<file path="config.mk">
export PLATFORM = sky130hd
export DESIGN_NAME = sdc_config_regs
export DESIGN_NICKNAME = d
export VERILOG_FILES = /design/src/logic/sdc_pkg.sv /design/src/logic/sdc_serial_shift.sv /design/src/logic/sdc_config_regs.sv
export SDC_FILE = /design/constraint.sdc
export NUM_CORES = 1
export LEC_CHECK = 0
export BUFFER_PORTS_ARGS = -buffer_cell sky130_fd_sc_hd__buf_2
export CORE_MARGIN = 10
export CORE_UTILIZATION = 63
export CTS_CLUSTER_DIAMETER = 150
export DETAILED_ROUTE_END_ITERATION = 10
export HOLD_SLACK_MARGIN = 0.02
export PLACE_DENSITY = 0.9
export SETUP_SLACK_MARGIN = 0.15
export SLEW_MARGIN = 0
export SYNTH_ARGS = -nofsm -noshare
export SYNTH_HDL_FRONTEND = slang
export SYNTH_SLANG_ARGS = --single-unit
</file>
<file path="constraint.sdc">
create_clock -name sys_clk -period 9.55 [get_ports sys_clk]
set_input_delay 1.91 -clock sys_clk [delete_from_list [all_inputs] [get_ports sys_clk]]
set_output_delay 1.91 -clock sys_clk [all_outputs]
set_load 0.01 [all_outputs]
</file>
<file path="src/logic/sdc_pkg.sv">
package sdc_pkg;
  // Serial word and register select.
  localparam int WORD_W = 32;
  localparam int SEL_LSB = 0;
  localparam int SEL_W = 3;
  localparam logic [2:0] SEL_R0 = 3'h0;
  localparam logic [2:0] SEL_R1 = 3'h1;
  localparam logic [2:0] SEL_R2 = 3'h2;
  localparam logic [2:0] SEL_R3 = 3'h3;
  // Divide word fields.
  localparam int NUM_LSB = 3;
  localparam int NUM_W = 12;
  localparam int INT_LSB = 15;
  localparam int INT_W = 16;
  // Denominator and phase word fields.
  localparam int DEN_LSB = 3;
  localparam int DEN_W = 12;
  localparam int PH_LSB = 15;
  localparam int PH_W = 12;
  localparam int PRE_BIT = 27;
  // Loop configuration word fields.
  localparam int NOISE_LSB = 29;
  localparam int NOISE_W = 2;
  localparam int MON_LSB = 26;
  localparam int MON_W = 3;
  localparam int DBL_BIT = 25;
  // Clock divider word fields.
  localparam int CDV_LSB = 3;
  localparam int CDV_W = 12;
  localparam int CDM_LSB = 15;
  localparam int CDM_W = 2;
  localparam int CSR_BIT = 18;
  // Limits and encodings.
  localparam logic [15:0] INT_MIN_P45 = 16'h0017;
  localparam logic [15:0] INT_MIN_P89 = 16'h004B;
  localparam logic [1:0] NOISE_LOW_NOISE = 2'h0;
  localparam logic [1:0] NOISE_LOW_SPUR = 2'h3;
  localparam logic [2:0] MON_LOW = 3'h0;
  localparam logic [2:0] MON_HIGH = 3'h1;
  localparam logic [2:0] MON_REF = 3'h3;
  localparam logic [2:0] MON_LOAD = 3'h4;
  localparam logic [2:0] MON_DITHER = 3'h5;
  localparam logic [2:0] MON_ERR = 3'h6;
  // Reset values.
  localparam logic [11:0] RST_PHASE = 12'h001;
  localparam logic [11:0] RST_DEN = 12'h002;

  typedef struct packed {
    logic [15:0] int_val;
    logic [11:0] channel_numerator;
  } sdc_div_t;

  typedef struct packed {
    logic prescaler_choice;
    logic [11:0] phase;
    logic [11:0] fraction_denominator;
  } sdc_r1_t;

  typedef struct packed {
    logic [1:0] noise_mode;
    logic [2:0] monitor_pin_select;
    logic ref_doubler;
  } sdc_r2_t;

  typedef struct packed {
    logic csr_en;
    logic [1:0] clkdiv_mode;
    logic [11:0] clkdiv_val;
  } sdc_r3_t;

  typedef struct packed {
    logic valid;
    logic [31:0] data;
  } sdc_word_t;
endpackage : sdc_pkg

</file>
<file path="src/logic/sdc_serial_shift.sv">
`timescale 1ns/100ps
module sdc_serial_shift #(
  parameter int WORD_W = 32
) (
  // Clock and reset.
  input wire logic sys_clk,
  input wire logic rst,
  // Three-wire serial pins.
  input wire logic ser_clk,
  input wire logic ser_data,
  input wire logic ser_load,
  // Assembled word.
  output sdc_pkg::sdc_word_t word_out
);
  import sdc_pkg::*;

  // Only a full 32-bit word maps onto the register layout.
  if (WORD_W != 32) begin : g_width_chk
    $error("sdc_serial_shift supports only WORD_W of 32");
  end

  typedef enum logic [1:0] {
    SDC_SH_SHIFT = 2'b00,
    SDC_SH_LOAD = 2'b01,
    SDC_SH_WAIT = 2'b10
  } sdc_sh_st_t;

  typedef struct packed {
    logic [2:0] s1;
    logic [2:0] s2;
    logic [2:0] prev;
    logic [31:0] shreg;
    sdc_sh_st_t fsm;
    sdc_word_t out;
  } sdc_shift_t;

  sdc_shift_t st_r;
  sdc_shift_t st_nxt;
  logic clk_rise;
  logic load_rise;

  // Edges are found only on the second synchroniser stage.
  assign clk_rise = st_r.s2[0] & ~st_r.prev[0];
  assign load_rise = st_r.s2[2] & ~st_r.prev[2];

  // Shift MSB first on each serial clock rise; hand the word over on the load rise.
  always_comb begin
    st_nxt = st_r;
    st_nxt.s1 = {ser_load, ser_data, ser_clk};
    st_nxt.s2 = st_r.s1;
    st_nxt.prev = st_r.s2;
    st_nxt.out.valid = 1'b0;
    if (clk_rise) begin
      st_nxt.shreg = {st_r.shreg[30:0], st_r.s2[1]};
    end
    case (st_r.fsm)
      SDC_SH_SHIFT: begin
        if (load_rise) begin
          st_nxt.fsm = SDC_SH_LOAD;
        end
      end
      SDC_SH_LOAD: begin
        st_nxt.out.valid = 1'b1;
        st_nxt.out.data = st_r.shreg;
        st_nxt.fsm = SDC_SH_WAIT;
      end
      SDC_SH_WAIT: begin
        // A load held high hands over one word only.
        if (!st_r.s2[2]) begin
          st_nxt.fsm = SDC_SH_SHIFT;
        end
      end
      default: begin
        st_nxt.fsm = SDC_SH_SHIFT;
      end
    endcase
  end

  always_ff @(posedge sys_clk or posedge rst) begin
    if (rst) begin
      st_r <= '0;
    end else begin
      st_r <= st_nxt;
    end
  end

  assign word_out = st_r.out;
endmodule : sdc_serial_shift

</file>
<file path="src/logic/sdc_config_regs.sv">
`timescale 1ns/100ps
module sdc_config_regs (
  // Clock and reset.
  input wire logic sys_clk,
  input wire logic rst,
  // Three-wire serial pins.
  input wire logic ser_clk,
  input wire logic ser_data,
  input wire logic ser_load,
  // Reference pin.
  input wire logic reference_input,
  // Active configuration.
  output sdc_pkg::sdc_div_t div_cfg,
  output sdc_pkg::sdc_r1_t r1_cfg,
  output sdc_pkg::sdc_r2_t r2_cfg,
  output sdc_pkg::sdc_r3_t r3_cfg,
  // Derived controls.
  output logic dither_en,
  output logic low_noise_en,
  output logic ref_both_edges,
  output logic pfd_ref_pulse,
  output logic monitor_pin,
  // Range flags, updated when register 0 is written.
  output logic int_range_err,
  output logic numerator_range_err,
  output logic phase_range_err
);
  import sdc_pkg::*;

  typedef struct packed {
    logic [2:0] ref_sync;
    sdc_div_t div;
    sdc_r1_t r1_act;
    logic [11:0] phase_sh;
    logic [11:0] den_sh;
    sdc_r2_t r2_act;
    logic dbl_sh;
    sdc_r3_t r3;
    logic dither_en;
    logic low_noise_en;
    logic ref_both_edges;
    logic pfd_ref_pulse;
    logic monitor_pin;
    logic word_loaded;
    logic int_err;
    logic num_err;
    logic phase_err;
  } sdc_main_st_t;

  sdc_main_st_t st_r;
  sdc_main_st_t st_nxt;
  sdc_word_t word;
  logic [2:0] sel;
  logic ref_rise;
  logic ref_fall;

  // True when a value lies at or above the denominator.
  function automatic logic at_or_above(input logic [11:0] val, input logic [11:0] den);
    at_or_above = (val >= den);
  endfunction : at_or_above

  // Least whole divide ratio allowed for a prescaler choice.
  function automatic logic [15:0] int_min(input logic pre);
    int_min = pre ? INT_MIN_P89 : INT_MIN_P45;
  endfunction : int_min

  sdc_serial_shift #(
    .WORD_W(WORD_W)
  ) u_shift (
    .sys_clk(sys_clk),
    .rst(rst),
    .ser_clk(ser_clk),
    .ser_data(ser_data),
    .ser_load(ser_load),
    .word_out(word)
  );

  assign sel = word.data[SEL_LSB +: SEL_W];
  // The reference passes two stages first; bit 2 holds the previous sample.
  assign ref_rise = st_r.ref_sync[1] & ~st_r.ref_sync[2];
  assign ref_fall = ~st_r.ref_sync[1] & st_r.ref_sync[2];

  // Word routing, shadow transfer and derived controls.
  always_comb begin
    st_nxt = st_r;
    st_nxt.ref_sync = {st_r.ref_sync[1], st_r.ref_sync[0], reference_input};
    st_nxt.word_loaded = word.valid;
    if (word.valid) begin
      case (sel)
        SEL_R0: begin
          st_nxt.div.int_val = word.data[INT_LSB +: INT_W];
          st_nxt.div.channel_numerator = word.data[NUM_LSB +: NUM_W];
          st_nxt.r1_act.phase = st_r.phase_sh;
          st_nxt.r1_act.fraction_denominator = st_r.den_sh;
          st_nxt.r2_act.ref_doubler = st_r.dbl_sh;
          st_nxt.int_err = word.data[INT_LSB +: INT_W] < int_min(st_r.r1_act.prescaler_choice);
          st_nxt.num_err = at_or_above(word.data[NUM_LSB +: NUM_W], st_r.den_sh);
          st_nxt.phase_err = at_or_above(st_r.phase_sh, st_r.den_sh);
        end
        SEL_R1: begin
          st_nxt.r1_act.prescaler_choice = word.data[PRE_BIT];
          st_nxt.den_sh = word.data[DEN_LSB +: DEN_W];
          st_nxt.phase_sh = word.data[PH_LSB +: PH_W];
        end
        SEL_R2: begin
          st_nxt.r2_act.noise_mode = word.data[NOISE_LSB +: NOISE_W];
          st_nxt.r2_act.monitor_pin_select = word.data[MON_LSB +: MON_W];
          st_nxt.dbl_sh = word.data[DBL_BIT];
        end
        SEL_R3: begin
          st_nxt.r3.clkdiv_val = word.data[CDV_LSB +: CDV_W];
          st_nxt.r3.clkdiv_mode = word.data[CDM_LSB +: CDM_W];
          st_nxt.r3.csr_en = word.data[CSR_BIT];
        end
        default: begin
          // Selects 4 to 7 store nothing; the word only sets word_loaded.
          st_nxt.word_loaded = word.valid;
        end
      endcase
    end
    st_nxt.dither_en = (st_r.r2_act.noise_mode == NOISE_LOW_SPUR);
    st_nxt.low_noise_en = (st_r.r2_act.noise_mode == NOISE_LOW_NOISE);
    st_nxt.ref_both_edges = st_r.r2_act.ref_doubler;
    st_nxt.pfd_ref_pulse = ref_fall | (st_r.r2_act.ref_doubler & ref_rise);
    case (st_r.r2_act.monitor_pin_select)
      MON_LOW: st_nxt.monitor_pin = 1'b0;
      MON_HIGH: st_nxt.monitor_pin = 1'b1;
      MON_REF: st_nxt.monitor_pin = st_r.pfd_ref_pulse;
      MON_LOAD: st_nxt.monitor_pin = st_r.word_loaded;
      MON_DITHER: st_nxt.monitor_pin = st_r.dither_en;
      MON_ERR: st_nxt.monitor_pin = st_r.int_err | st_r.num_err | st_r.phase_err;
      default: st_nxt.monitor_pin = 1'b0;
    endcase
  end

  // Reset puts a phase word of one and a nonzero denominator in place.
  always_ff @(posedge sys_clk or posedge rst) begin
    if (rst) begin
      st_r <= '0;
      st_r.r1_act.phase <= RST_PHASE;
      st_r.phase_sh <= RST_PHASE;
      st_r.r1_act.fraction_denominator <= RST_DEN;
      st_r.den_sh <= RST_DEN;
    end else begin
      st_r <= st_nxt;
    end
  end

  assign div_cfg = st_r.div;
  assign r1_cfg = st_r.r1_act;
  assign r2_cfg = st_r.r2_act;
  assign r3_cfg = st_r.r3;
  assign dither_en = st_r.dither_en;
  assign low_noise_en = st_r.low_noise_en;
  assign ref_both_edges = st_r.ref_both_edges;
  assign pfd_ref_pulse = st_r.pfd_ref_pulse;
  assign monitor_pin = st_r.monitor_pin;
  assign int_range_err = st_r.int_err;
  assign numerator_range_err = st_r.num_err;
  assign phase_range_err = st_r.phase_err;
endmodule : sdc_config_regs

</file>
==> results.tsv <==
stage	metric	value	unit
place	place_congestion	0.8351	
detailed_routing	drt-initial-drc-count	310	
floorplan	ios	88	
cts	clock_sinks	184	
final_layout	postLayoutCoreUtil	70.63	%
detailed_routing	first_pass_iters	4	
synth	ys_seq_area_share	58.27	%
detailed_routing	route.vias.total	4304	
floorplan	die_x	132.1	um
floorplan	core	12160	sq um
global_route	grt_pass1_wl	25500	um
status	outcome	completed	
global_route	grt_max_degree	79	
power	power	2139	uW
min_path	worstHoldPathType	reg -> reg	
power	netSwitchingFraction	28.02	%
synth	synthArstFlopShare	100.0	%
critical_path	worstSetupStartpointType	primary input	
place	port_buffers	87	
synth	synthesis.area	7910	sq um
cts	clock_path_buffers	2	
detailed_routing	routed-wl-met3	770	um
synth	synth_ff_type	dfrtp_1	
detailed_routing	drt-vias-per-instance	5.590	
flow_run	maxCapViolations	0	
sta	final_hold_viol_count	0	
power	power.density	249.0	nW/um^2
power	power.leakage	0.004481	uW
cts	cts_setup_buffers	0	
final_layout	fin_nets	623	
floorplan	die_area	17440	sq um
power	vdd_drop_max	137.5	uV
synth	ys_ff_latch	184	
sta	post-route-period-util	35.27	%
sta	clock.fmax	296.9	MHz
cts	clkTransAtPathRegs	60	ps
final_layout	regArea	4609	sq um
global_route	antenna_found_initial	0	
detailed_routing	drc	0	
critical_path	worst-setup-path-type	in -> async	
detailed_routing	dr_wl_met2	7823	um
sta	drv_slew	0	
floorplan	start_util	65.04	%
power	power_frac_seq	47.4	%
cts	cts_buffers	17	
final_layout	layout_commonest_cell	dfrtp_1	
place	placed_area	7941	sq um
final_layout	drive_above_1_share	44.35	%
cts	cts_resized	0	
global_route	track_usage	18.26	%
synth	synth_cells	569	
synth	ys_types	33	
final_layout	layout_common_cells	180 x dfrtp_1, 131 x mux2_2, 87 x buf_2	
power	p_sw	599.3	uW
critical_path	worstPathArrival	3850	ps
detailed_routing	m1WireLength	6331	um
final_layout	antennaDiodeCount	0	
power	clkPwrFrac	35.5	%
sta	rsz0062_at_grt	false	
sta	layout_min_cycle_time	3368	ps
cts	cts_htree_levels	4	
sta	tns	0	ps
floorplan	die_y	132.1	um
cts	clk_latency	430	ps
power	p_comb_share	17.1	%
cts	hold_buffers	0	
min_path	holdPathStages	0	
detailed_routing	antenna_left	0	
critical_path	worstPathRequired	10030	ps
sta	slew_headroom	25.99	%
synth	synth_edf_count	0	
final_layout	area_growth	8.589	%
cts	cts_tree	yes	
power	p_int	1540	uW
cts	root_buffer	clkbuf_16	
place	dpl.hpwl	10260	um
detailed_routing	wire_per_inst	19.82	um
global_route	gr-total-overflow	0	
sta	worstMarginPinSlew	1106	ps
synth	avgSynthCellArea	13.90	sq um
sta	clock_skew	7.667	ps
sta	setup_viol	0	
detailed_routing	topRoutingLayerUsed	met4	
global_route	grt_pass1_vias	4779	
final_layout	fin_area	8589	sq um
final_layout	fill_cells	752	
critical_path	cp_max_fo	78	
detailed_routing	drt-total-wl	15260	um
final_layout	multi_input_area	2565	sq um
synth	yosysWarnings	0	
synth	synthesis.nets	603	
critical_path	end_kind	asynchronous set/reset pin	
floorplan	num_rows	40	
critical_path	worstRegToRegCells	3	
==> path summary, 6_finish.rpt <==
check | startpoint | to | slack (ps)
hold / removal | st_nxt[109] | st_nxt[110] | 350
min in group asynchronous | rst | r3_cfg[2] | 1590
hold reg to reg | st_nxt[109] | st_nxt[110] | 350
setup / recovery | rst | r2_cfg[2] | 6180
setup reg to reg | u_shift.word_out[0] | div_cfg[20] | 7050
max in group sys_clk | r1_cfg[1] | r1_cfg[1] | 6570
==> area by class of cell <==
| cell class | instances | area share (%) |
|---|---|---|
| Clock buffer | 17 | 4.953 |
| Clock inverter | 15 | 2.593 |
| Inverter | 17 | 0.8012 |
| Multi-Input combinational cell | 275 | 29.86 |
| Sequential cell | 184 | 53.66 |
| Tap cell | 168 | 2.447 |
| Timing Repair Buffer | 94 | 5.681 |
==> critical path: stages <==
cell   delay (ps)
buf_2         120
inv_6         470
buf_4         610
buf_4         660
==> state kept, by name (all words and copies together), names as in the netlist, 6 cells and up <==
signal / flops
u_shift.st_r: 35
r3_cfg: 15
u_shift.st_nxt: 6
r2_cfg: 6
st_r: 27
u_shift.word_out: 32
r1_cfg: 25
div_cfg: 28
==> power by group through the flow <==
stage	registers (uW)	clock network, uW	logic [uW]
after floorplan	980	0	301
after global placement	1020	0	331
after detailed placement	1020	0	353
after CTS	1010	766	370
after global routing	1030	799	410
final	1010	759	365
==> cell families (layout without fill, tap and decap cells) <==
| logic type | Yosys count | count (layout) | synth area share, % |
|---|---|---|---|
| multiplexers | 150 | 150 | 21.29 |
| AND/OR/NAND/NOR | 54 | 54 | 3.765 |
| flip-flops | 184 | 184 | 58.27 |
| AO/OA/AOI/OAI | 43 | 43 | 2.911 |
| buffers and inverters | 110 | 143 | 9.332 |
| adder cells (fa/ha/maj) | 28 | 28 | 4.429 |
==> layer usage <==
| layer | up-vias | track usage, % |
|---|---|---|
| met3 | 30 | 5.297 |
| met4 | 0 | 7.231 |
| met2 | 103 | 30.41 |
| met5 | - | 0 |
| met1 | 2231 | 21.78 |
| li1 | 1940 | - |
==> Yosys cell counts (all sizes together) (2+ instances only) <==
| cell type | instances | share of area [%] |
|---|---|---|
| clkbuf | 2 | 0.095 |
| nand2 | 27 | 1.3 |
| a211oi | 2 | 0.19 |
| dfrtp | 180 | 57 |
| nand3b | 2 | 0.19 |
| nor2b | 5 | 0.40 |
| inv | 17 | 0.81 |
| nor4b | 3 | 0.52 |
| ha | 28 | 4.4 |
| mux2i | 4 | 0.51 |
| o21ai | 26 | 1.6 |
| nand2b | 2 | 0.16 |
| dfstp | 4 | 1.3 |
| mux2 | 146 | 21 |
| nor3 | 2 | 0.13 |
| nor2 | 6 | 0.28 |
| buf | 91 | 8.4 |
| a21oi | 12 | 0.76 |
==> through the flow <==
stage / setup WS [ps] / instances / hold slack, ps
final: 6182 / 770 / 349.0
after global routing: 5853 / 770 / 353.0
after CTS: 6077 / 770 / 349.3
after detailed placement: 5620 / 738 / 334.7
after global placement: 5701 / 738 / 331.6
after floorplan: 2646 / 569 / 331.2
Power figures use the tool's default switching activity.
